[config.mk]
export PLATFORM = sky130hd
export DESIGN_NAME = swc_width_converter
export DESIGN_NICKNAME = d
export VERILOG_FILES = /design/src/swc_pkg.sv /design/src/swc_width_converter.sv
export SDC_FILE = /design/constraint.sdc
export NUM_CORES = 2
export LEC_CHECK = 0
export BUFFER_PORTS_ARGS = -buffer_cell sky130_fd_sc_hd__clkbuf_2
export CORE_ASPECT_RATIO = 0.6
export CORE_MARGIN = 8
export CORE_UTILIZATION = 50
export DETAILED_ROUTE_END_ITERATION = 8
export PLACE_DENSITY_LB_ADDON = 0.25
export RECOVER_POWER = 100
export SYNTH_ARGS = -nofsm -noshare
export SYNTH_HDL_FRONTEND = slang
export SYNTH_SLANG_ARGS = --single-unit
[constraint.sdc]
create_clock -name core_clk -period 11.55 [get_ports core_clk]
set_input_delay 1.7325 -clock core_clk [delete_from_list [all_inputs] [get_ports core_clk]]
set_output_delay 1.7325 -clock core_clk [all_outputs]
set_load 0.02 [all_outputs]
[src/swc_pkg.sv]
/*
 * constants shared by the stream width converter and its fifo.
 * assumes a single clock domain and fixed widths; non-integer ratio built
 * as upsize to the common width, then downsize.
 */
`default_nettype none
package swc_pkg;
  // ********************
  // widths
  // ********************
  localparam int unsigned SWC_IN_BYTES   = 4;
  localparam int unsigned SWC_OUT_BYTES  = 6;
  localparam int unsigned SWC_LCM_BYTES  = 12;
  localparam int unsigned SWC_UP_RATIO   = SWC_LCM_BYTES / SWC_IN_BYTES;
  localparam int unsigned SWC_DN_RATIO   = SWC_LCM_BYTES / SWC_OUT_BYTES;
  localparam int unsigned SWC_BYTE_W     = 8;
  localparam int unsigned SWC_USER_PER_B = 1;
  localparam int unsigned SWC_ID_W       = 4;
  localparam int unsigned SWC_DEST_W     = 4;
  localparam int unsigned SWC_IN_DW      = SWC_IN_BYTES * SWC_BYTE_W;
  localparam int unsigned SWC_OUT_DW     = SWC_OUT_BYTES * SWC_BYTE_W;
  localparam int unsigned SWC_WIDE_DW    = SWC_LCM_BYTES * SWC_BYTE_W;
  localparam int unsigned SWC_IN_UW      = SWC_IN_BYTES * SWC_USER_PER_B;
  localparam int unsigned SWC_OUT_UW     = SWC_OUT_BYTES * SWC_USER_PER_B;
  localparam int unsigned SWC_WIDE_UW    = SWC_LCM_BYTES * SWC_USER_PER_B;
  // ********************
  // fifo and counters
  // ********************
  localparam int unsigned SWC_FIFO_DEPTH = 16;
  localparam int unsigned SWC_UP_CNT_W   = $clog2(SWC_UP_RATIO);
  localparam int unsigned SWC_DN_CNT_W   = $clog2(SWC_DN_RATIO);
  localparam logic [SWC_UP_CNT_W-1:0] SWC_UP_LAST = SWC_UP_CNT_W'(SWC_UP_RATIO - 1);
  localparam logic [SWC_DN_CNT_W-1:0] SWC_DN_LAST = SWC_DN_CNT_W'(SWC_DN_RATIO - 1);
  // payload order: data, keep, strb, user, last, id, dest
  localparam int unsigned SWC_PAY_W = SWC_WIDE_DW + 2 * SWC_LCM_BYTES + SWC_WIDE_UW + 1 + SWC_ID_W + SWC_DEST_W;
endpackage
`default_nettype wire

[src/swc_width_converter.sv]
/*
 * stream width converter: upsizer, 16-word fifo, downsizer, one clock.
 * assumes upstream and downstream keep valid/payload stable until taken.
 */
// Notes on behaviour
// - upsize packs N narrow beats per wide beat
// - downsize splits wide beat into N narrow beats
// - odd ratio goes up to common width, down
// - user bits follow their bytes, never interpreted
// - user bits per byte same both sides
// - only same id/dest, no inner last, merge
// - last or id/dest change flushes partial beat
// - unfilled lanes are null, keep/strb low
// - upsize input 1-256, output 2-512 bytes
// - upsize latency at least two plus N
// - downsize input 2-512, output 256-1 bytes
// - downsize first narrow beat after two cycles
// - downsize ready low ratio minus one cycles
// - keep/strb one bit per data byte
`default_nettype none
// ********************
// fifo
// ********************
module swc_fifo #(
  parameter int unsigned WIDTH = 8,
  parameter int unsigned DEPTH = 16
) (
  input  wire logic             core_clk,
  input  wire logic             nrst,
  input  wire logic             in_valid,
  output logic                  in_ready,
  input  wire logic [WIDTH-1:0] in_data,
  output logic                  out_valid,
  input  wire logic             out_ready,
  output logic      [WIDTH-1:0] out_data
);
  localparam int unsigned AW = $clog2(DEPTH);
  logic [WIDTH-1:0] mem      [DEPTH];
  logic [AW-1:0]    wr_ptr;
  logic [AW-1:0]    rd_ptr;
  logic [AW:0]      count;
  logic [AW-1:0]    next_wr_ptr;
  logic [AW-1:0]    next_rd_ptr;
  logic [AW:0]      next_count;
  logic             push;
  logic             pop;

  assign in_ready  = (count != (AW+1)'(DEPTH));
  assign out_valid = (count != '0);
  assign out_data  = mem[rd_ptr];
  assign push      = in_valid && in_ready;
  assign pop       = out_valid && out_ready;

  always_comb begin
    next_wr_ptr = push ? AW'(wr_ptr + 1'b1) : wr_ptr;
    next_rd_ptr = pop ? AW'(rd_ptr + 1'b1) : rd_ptr;
    next_count  = count;
    if (push && !pop) begin
      next_count = (AW+1)'(count + 1'b1);
    end else if (pop && !push) begin
      next_count = (AW+1)'(count - 1'b1);
    end
  end

  always_ff @(posedge core_clk) begin
    if (!nrst) begin
      wr_ptr <= '0;
      rd_ptr <= '0;
      count  <= '0;
    end else begin
      wr_ptr <= next_wr_ptr;
      rd_ptr <= next_rd_ptr;
      count  <= next_count;
    end
  end

  // storage has no reset: contents are only read once written
  always_ff @(posedge core_clk) begin
    if (push) begin
      mem[wr_ptr] <= in_data;
    end
  end
endmodule // swc_fifo

// ********************
// converter top
// ********************
module swc_width_converter (
  input  wire logic                           core_clk,
  input  wire logic                           nrst,
  input  wire logic                           s_tvalid,
  output logic                                s_tready,
  input  wire logic [swc_pkg::SWC_IN_DW-1:0]  s_tdata,
  input  wire logic [swc_pkg::SWC_IN_BYTES-1:0] s_tkeep,
  input  wire logic [swc_pkg::SWC_IN_BYTES-1:0] s_tstrb,
  input  wire logic [swc_pkg::SWC_IN_UW-1:0]  s_tuser,
  input  wire logic                           s_tlast,
  input  wire logic [swc_pkg::SWC_ID_W-1:0]   s_tid,
  input  wire logic [swc_pkg::SWC_DEST_W-1:0] s_tdest,
  output logic                                m_tvalid,
  input  wire logic                           m_tready,
  output logic      [swc_pkg::SWC_OUT_DW-1:0] m_tdata,
  output logic      [swc_pkg::SWC_OUT_BYTES-1:0] m_tkeep,
  output logic      [swc_pkg::SWC_OUT_BYTES-1:0] m_tstrb,
  output logic      [swc_pkg::SWC_OUT_UW-1:0] m_tuser,
  output logic                                m_tlast,
  output logic      [swc_pkg::SWC_ID_W-1:0]   m_tid,
  output logic      [swc_pkg::SWC_DEST_W-1:0] m_tdest
);
  import swc_pkg::*;

  // ********************
  // upsizer state
  // ********************
  logic [SWC_WIDE_DW-1:0]   up_data;
  logic [SWC_LCM_BYTES-1:0] up_keep;
  logic [SWC_LCM_BYTES-1:0] up_strb;
  logic [SWC_WIDE_UW-1:0]   up_user;
  logic                     up_last;
  logic [SWC_ID_W-1:0]      up_id;
  logic [SWC_DEST_W-1:0]    up_dest;
  logic [SWC_UP_CNT_W-1:0]  up_cnt;
  logic                     up_pend;
  logic                     up_filled;
  logic [SWC_WIDE_DW-1:0]   next_up_data;
  logic [SWC_LCM_BYTES-1:0] next_up_keep;
  logic [SWC_LCM_BYTES-1:0] next_up_strb;
  logic [SWC_WIDE_UW-1:0]   next_up_user;
  logic                     next_up_last;
  logic [SWC_ID_W-1:0]      next_up_id;
  logic [SWC_DEST_W-1:0]    next_up_dest;
  logic [SWC_UP_CNT_W-1:0]  next_up_cnt;
  logic                     next_up_pend;
  logic                     next_up_filled;
  logic                     mismatch;
  logic                     take;
  logic                     push;
  logic                     f_in_ready;
  logic                     f_out_valid;
  logic                     f_out_ready;
  logic [SWC_PAY_W-1:0]     f_out_data;

  // a beat with other id/dest must not join the held partial beat
  assign mismatch = s_tvalid && up_filled && !up_pend && (s_tid != up_id || s_tdest != up_dest);
  // input stalls while a wide beat waits for the fifo; costs one bubble per wide beat
  assign s_tready = !up_pend && !mismatch;
  assign take     = s_tvalid && s_tready;
  assign push     = up_pend && f_in_ready;

  always_comb begin
    next_up_data   = up_data;
    next_up_keep   = up_keep;
    next_up_strb   = up_strb;
    next_up_user   = up_user;
    next_up_last   = up_last;
    next_up_id     = up_id;
    next_up_dest   = up_dest;
    next_up_cnt    = up_cnt;
    next_up_pend   = up_pend;
    next_up_filled = up_filled;
    if (push) begin
      // cleared lanes stay null when the next beat flushes early
      next_up_data   = '0;
      next_up_keep   = '0;
      next_up_strb   = '0;
      next_up_user   = '0;
      next_up_last   = 1'b0;
      next_up_cnt    = '0;
      next_up_pend   = 1'b0;
      next_up_filled = 1'b0;
    end else if (mismatch) begin
      next_up_pend = 1'b1;
    end else if (take) begin
      // earliest beat lands in the lowest lanes
      next_up_data[up_cnt * SWC_IN_DW +: SWC_IN_DW]       = s_tdata;
      next_up_keep[up_cnt * SWC_IN_BYTES +: SWC_IN_BYTES] = s_tkeep;
      next_up_strb[up_cnt * SWC_IN_BYTES +: SWC_IN_BYTES] = s_tstrb;
      next_up_user[up_cnt * SWC_IN_UW +: SWC_IN_UW]       = s_tuser;
      next_up_last   = s_tlast;
      next_up_id     = s_tid;
      next_up_dest   = s_tdest;
      next_up_filled = 1'b1;
      if (s_tlast || up_cnt == SWC_UP_LAST) begin
        next_up_pend = 1'b1;
      end else begin
        next_up_cnt = SWC_UP_CNT_W'(up_cnt + 1'b1);
      end
    end
  end

  always_ff @(posedge core_clk) begin
    if (!nrst) begin
      up_data   <= '0;
      up_keep   <= '0;
      up_strb   <= '0;
      up_user   <= '0;
      up_last   <= 1'b0;
      up_id     <= '0;
      up_dest   <= '0;
      up_cnt    <= '0;
      up_pend   <= 1'b0;
      up_filled <= 1'b0;
    end else begin
      up_data   <= next_up_data;
      up_keep   <= next_up_keep;
      up_strb   <= next_up_strb;
      up_user   <= next_up_user;
      up_last   <= next_up_last;
      up_id     <= next_up_id;
      up_dest   <= next_up_dest;
      up_cnt    <= next_up_cnt;
      up_pend   <= next_up_pend;
      up_filled <= next_up_filled;
    end
  end

  // ********************
  // common-width buffer
  // ********************
  swc_fifo #(
    .WIDTH (SWC_PAY_W),
    .DEPTH (SWC_FIFO_DEPTH)
  ) u_fifo (
    .core_clk  (core_clk),
    .nrst      (nrst),
    .in_valid  (up_pend),
    .in_ready  (f_in_ready),
    .in_data   ({up_data, up_keep, up_strb, up_user, up_last, up_id, up_dest}),
    .out_valid (f_out_valid),
    .out_ready (f_out_ready),
    .out_data  (f_out_data)
  );

  // ********************
  // downsizer state
  // ********************
  logic [SWC_WIDE_DW-1:0]   dn_data;
  logic [SWC_LCM_BYTES-1:0] dn_keep;
  logic [SWC_LCM_BYTES-1:0] dn_strb;
  logic [SWC_WIDE_UW-1:0]   dn_user;
  logic                     dn_last;
  logic                     dn_lastp;
  logic [SWC_ID_W-1:0]      dn_id;
  logic [SWC_DEST_W-1:0]    dn_dest;
  logic [SWC_DN_CNT_W-1:0]  dn_idx;
  logic                     dn_held;
  logic [SWC_WIDE_DW-1:0]   next_dn_data;
  logic [SWC_LCM_BYTES-1:0] next_dn_keep;
  logic [SWC_LCM_BYTES-1:0] next_dn_strb;
  logic [SWC_WIDE_UW-1:0]   next_dn_user;
  logic                     next_dn_last;
  logic                     next_dn_lastp;
  logic [SWC_ID_W-1:0]      next_dn_id;
  logic [SWC_DEST_W-1:0]    next_dn_dest;
  logic [SWC_DN_CNT_W-1:0]  next_dn_idx;
  logic                     next_dn_held;
  logic                     emit;
  logic                     final_piece;
  logic                     load;

  assign emit        = dn_held && m_tready;
  assign final_piece = (dn_idx == SWC_DN_LAST);
  // reload in the cycle the final piece leaves, so the gap is ratio minus one
  assign f_out_ready = !dn_held || (emit && final_piece);
  assign load        = f_out_valid && f_out_ready;

  always_comb begin
    next_dn_data  = dn_data;
    next_dn_keep  = dn_keep;
    next_dn_strb  = dn_strb;
    next_dn_user  = dn_user;
    next_dn_last  = dn_last;
    next_dn_lastp = dn_lastp;
    next_dn_id    = dn_id;
    next_dn_dest  = dn_dest;
    next_dn_idx   = dn_idx;
    next_dn_held  = dn_held;
    if (load) begin
      {next_dn_data, next_dn_keep, next_dn_strb, next_dn_user,
       next_dn_last, next_dn_id, next_dn_dest} = f_out_data;
      next_dn_idx   = '0;
      next_dn_held  = 1'b1;
      next_dn_lastp = next_dn_last && (SWC_DN_LAST == '0);
    end else if (emit) begin
      if (final_piece) begin
        next_dn_held = 1'b0;
      end else begin
        // shift keeps the outputs straight from flops, lowest lanes first
        next_dn_data  = SWC_WIDE_DW'(dn_data >> SWC_OUT_DW);
        next_dn_keep  = SWC_LCM_BYTES'(dn_keep >> SWC_OUT_BYTES);
        next_dn_strb  = SWC_LCM_BYTES'(dn_strb >> SWC_OUT_BYTES);
        next_dn_user  = SWC_WIDE_UW'(dn_user >> SWC_OUT_UW);
        next_dn_idx   = SWC_DN_CNT_W'(dn_idx + 1'b1);
        next_dn_lastp = dn_last && (next_dn_idx == SWC_DN_LAST);
      end
    end
  end

  always_ff @(posedge core_clk) begin
    if (!nrst) begin
      dn_data  <= '0;
      dn_keep  <= '0;
      dn_strb  <= '0;
      dn_user  <= '0;
      dn_last  <= 1'b0;
      dn_lastp <= 1'b0;
      dn_id    <= '0;
      dn_dest  <= '0;
      dn_idx   <= '0;
      dn_held  <= 1'b0;
    end else begin
      dn_data  <= next_dn_data;
      dn_keep  <= next_dn_keep;
      dn_strb  <= next_dn_strb;
      dn_user  <= next_dn_user;
      dn_last  <= next_dn_last;
      dn_lastp <= next_dn_lastp;
      dn_id    <= next_dn_id;
      dn_dest  <= next_dn_dest;
      dn_idx   <= next_dn_idx;
      dn_held  <= next_dn_held;
    end
  end

  // ********************
  // outputs
  // ********************
  assign m_tvalid = dn_held;
  assign m_tdata  = dn_data[SWC_OUT_DW-1:0];
  assign m_tkeep  = dn_keep[SWC_OUT_BYTES-1:0];
  assign m_tstrb  = dn_strb[SWC_OUT_BYTES-1:0];
  assign m_tuser  = dn_user[SWC_OUT_UW-1:0];
  // last only on the final narrow piece of a wide beat
  assign m_tlast  = dn_lastp;
  assign m_tid    = dn_id;
  assign m_tdest  = dn_dest;
endmodule // swc_width_converter
`default_nettype wire

==> flow_summary.ini <==
[sta]
slew_violations = 1200
hold_viol = 0
fmax_ghz = 0.126
rsz0062_at_grt = no
period_share_pct = 68.9
fin_setup_tns_ps = 0
timing.final.ws_setup_ps = 3590
max_slew_margin_pct = -215
fin_skew_ps = 43.3
setup_viol = 0
worstMarginPinSlew_ps = 4720
fin_crit_ps = 7960

[clocking]
root_buffer = clkbuf_16
post_cts_buffers = 0
cts_buffers = 226
worstSkewPairLatency_ps = 860
htree_levels = 4
cts_sinks = 2562
path_clk_slew_ps = 60
clk_path_buf_depth = 4
cts.repair.resized = 0
tritoncts = built
postCtsHoldBufs = 0

[yosys]
syn_avg_cell_area_sq_um = 19.8
synth_cells = 4907
synth-main-ff-cell = edfxtp_1
synth_edf_count = 2256
synth_nets = 4979
ys_ff_latch = 2562
ys_top_cells_by_area = edfxtp_1 (70%), mux4_2 (13%), dfxtp_1 (6.3%)
yosysSeqAreaShare_pct = 75.9
synth.most_common_cell = edfxtp_1
yosysWarnings = 0
synth_top_area_share_pct = 69.6
yosys-top-cells-count = edfxtp_1 (2256), mux4_2 (564), dfxtp_1 (306), nand2_1 (280), nand3_1 (203)
ys_types = 52
netlist_area_sq_um = 97300
async_reset_ff_share_pct = 0
synth_top_cell_by_area = edfxtp_1

[floorplan]
dieArea_sq_um = 209000
fp.coreArea_sq_um = 193000
chipHeight_um = 358
die_w_um = 586
start_util_pct = 50.3
pin_count = 134
num_rows = 125

[power_and_ir_drop]
vdd_drop_max_mv = 0.171
leakagePower_nw = 33.5
power_density_nw_per_um2 = 200

[setup_path]
critPathLaunchType = input port
cp_slowest_cell = clkbuf_1
crit_family = buffers and inverters
cp_cell_sequence = clkbuf_1 > a21boi_0 > a21oi_4 > clkbuf_1 > inv_6 > clkbuf_1 > and3_1 > buf_4 > a2bb2oi_1 > o21ai_0
required_ps = 12310
critPathMostFrequentCell = clkbuf_1
cpPeakStageDelay_ps = 2240
critPathBufInv = 5
cp_max_fo = 77
arrival_ps = 8710
crit_type = input port to flip-flop
critical_path.endpoint_type = flip-flop

[routing]
drtIter0Drc = 7035
drtPass1Iterations = 6
via_per_inst = 6.40
wl_um = 254000
post-route-drc-count = 0
ant_nets = 0
routedWlPerCell_um = 32.7
routed-via-count = 49700

[placed_design]
place_congestion = 0.750
post-place-ws_ps = 6050
dp_hpwl_um = 126000
port_buffers = 133

[global_routing]
grtUsageTotal_pct = 23.8
grt_pass1_vias = 48300
grt_antenna_before_repair = 13
grt_pass1_wl_um = 361000
grt_max_degree = 153
overflow = 0

[final_layout]
fillCellCount = 14500
layout.nets = 5041
area_growth_pct = 10.3
multi_input_area_sq_um = 21400
register_area_sq_um = 73900
drive_gt1_share_pct = 20.4

[worst_hold_path]
hp-class = flip-flop to flip-flop

[run_status]
status = complete, but fails checks
violations = max-capacitance violations, max-slew violations

[run]
max-cap-violations = 33
==> power breakdown <==
part | total (mW) | internal, mW | leakage, nW | switching [mW]
sequential | 10.7 | 10.3 | 23.9 | 0.382
clock | 7.52 | 4.22 | 3.56 | 3.30
combinational | 3.20 | 1.25 | 6.08 | 1.94
==> state kept, by name (all words and copies together), names as in the netlist, 5 cells and up, named ones only <==
name,count
dn_data,96
dn_keep,12
dn_strb,12
dn_user,12
u_fifo.count,5
u_fifo.mem,2256
up_data,96
up_keep,12
up_strb,12
up_user,12
==> metrics by stage <==
step	utilization, %	instance area [sq um]	power, mW	std cells	hold slack, ps
final	55.5	107000	21.4	7766	455
after global routing	55.5	107000	22.1	7761	467
after CTS	55.6	108000	21.6	7759	454
after detailed placement	51.9	100000	14.2	7344	439
after global placement	51.9	100000	14.1	7344	437
after floorplan	-	97300	13.3	4907	426
==> worst reg2reg max path, stage by stage (launching register included) <==
cell and delay (ps):
dfxtp_1 590, a21boi_0 310, clkbuf_1 580, nand2_1 320
nor3_1 820, clkbuf_1 2390, clkbuf_1 2430
==> layout by cell type (no fill, tap or decap), types with 4 or more instances in the layout <==
master | synthesis | routed
nand2_1 | 280 | 277
o22ai_1 | 22 | 22
a22oi_1 | 103 | 103
mux2_2 | 5 | 5
dfxtp_1 | 306 | 302
clkbuf_1 | 138 | 175
nor3_1 | 5 | 5
a21o_1 | 24 | 24
a21oi_1 | 18 | 17
o211ai_1 | 132 | 132
ha_1 | 14 | 14
bufinv_16 | 0 | 18
inv_1 | 6 | 6
clkinv_2 | 0 | 39
mux4_2 | 564 | 564
buf_12 | 0 | 20
buf_4 | 106 | 48
dfxtp_4 | 0 | 4
nand4_1 | 4 | 4
clkinv_1 | 0 | 23
a21boi_0 | 2 | 4
nor2_1 | 19 | 16
nor2b_1 | 11 | 7
mux2i_1 | 149 | 149
clkinvlp_4 | 0 | 5
clkbuf_8 | 0 | 29
and2_0 | 0 | 8
diode_2 | 0 | 7
xnor2_1 | 17 | 17
nand3_1 | 203 | 200
a2bb2oi_1 | 43 | 43
clkbuf_2 | 0 | 55
a31oi_1 | 98 | 98
clkbuf_16 | 0 | 228
a31o_2 | 8 | 8
edfxtp_1 | 2256 | 2256
o21ai_0 | 125 | 182
nor2b_4 | 0 | 4
==> metal layers <==
layer	wire length, um	up-vias	track usage, %
met5	0	-	0
met4	6030	0	5.64
met3	23400	345	4.16
met2	116000	2660	36.3
met1	108000	26500	36.1
li1	-	20200	-
==> final timing paths <==
| path | end | depth (start not counted) | slack (ps) | start |
|---|---|---|---|---|
| max | dn_data[93] | 10 | 3590 | m_tready |
| min reg2reg | dn_data[64] | 1 | 450 | dn_data[64] |
| max reg2reg | u_fifo.mem[1][66] | 6 | 3600 | up_pend |
| min | dn_data[64] | 1 | 450 | dn_data[64] |
==> cell families (layout without fill, tap and decap cells) <==
group                    after synthesis  after routing  share of synthesized area (%)
adder cells (fa/ha/maj)               15             15                          0.201
flip-flops                          2562           2562                           75.9
multiplexers                         718            718                           14.6
other                                  0              7                              0
XOR/XNOR                              19             19                          0.171
AND/OR/NAND/NOR                      550            550                           2.54
AO/OA/AOI/OAI                        641            641                           4.34
buffers and inverters                402            651                           2.18
==> layout make-up <==
class / instances / share of cell area [%]
antenna: 7 / 0.0163
clock buffer: 326 / 5.93
clock inverter: 89 / 0.841
inverter: 7 / 0.0291
multi-input combinational: 1943 / 20.0
sequential: 2562 / 68.8
tap: 2603 / 3.03
timing repair buffer: 229 / 1.34
No activity file was read; power rests on OpenSTA's default activity.
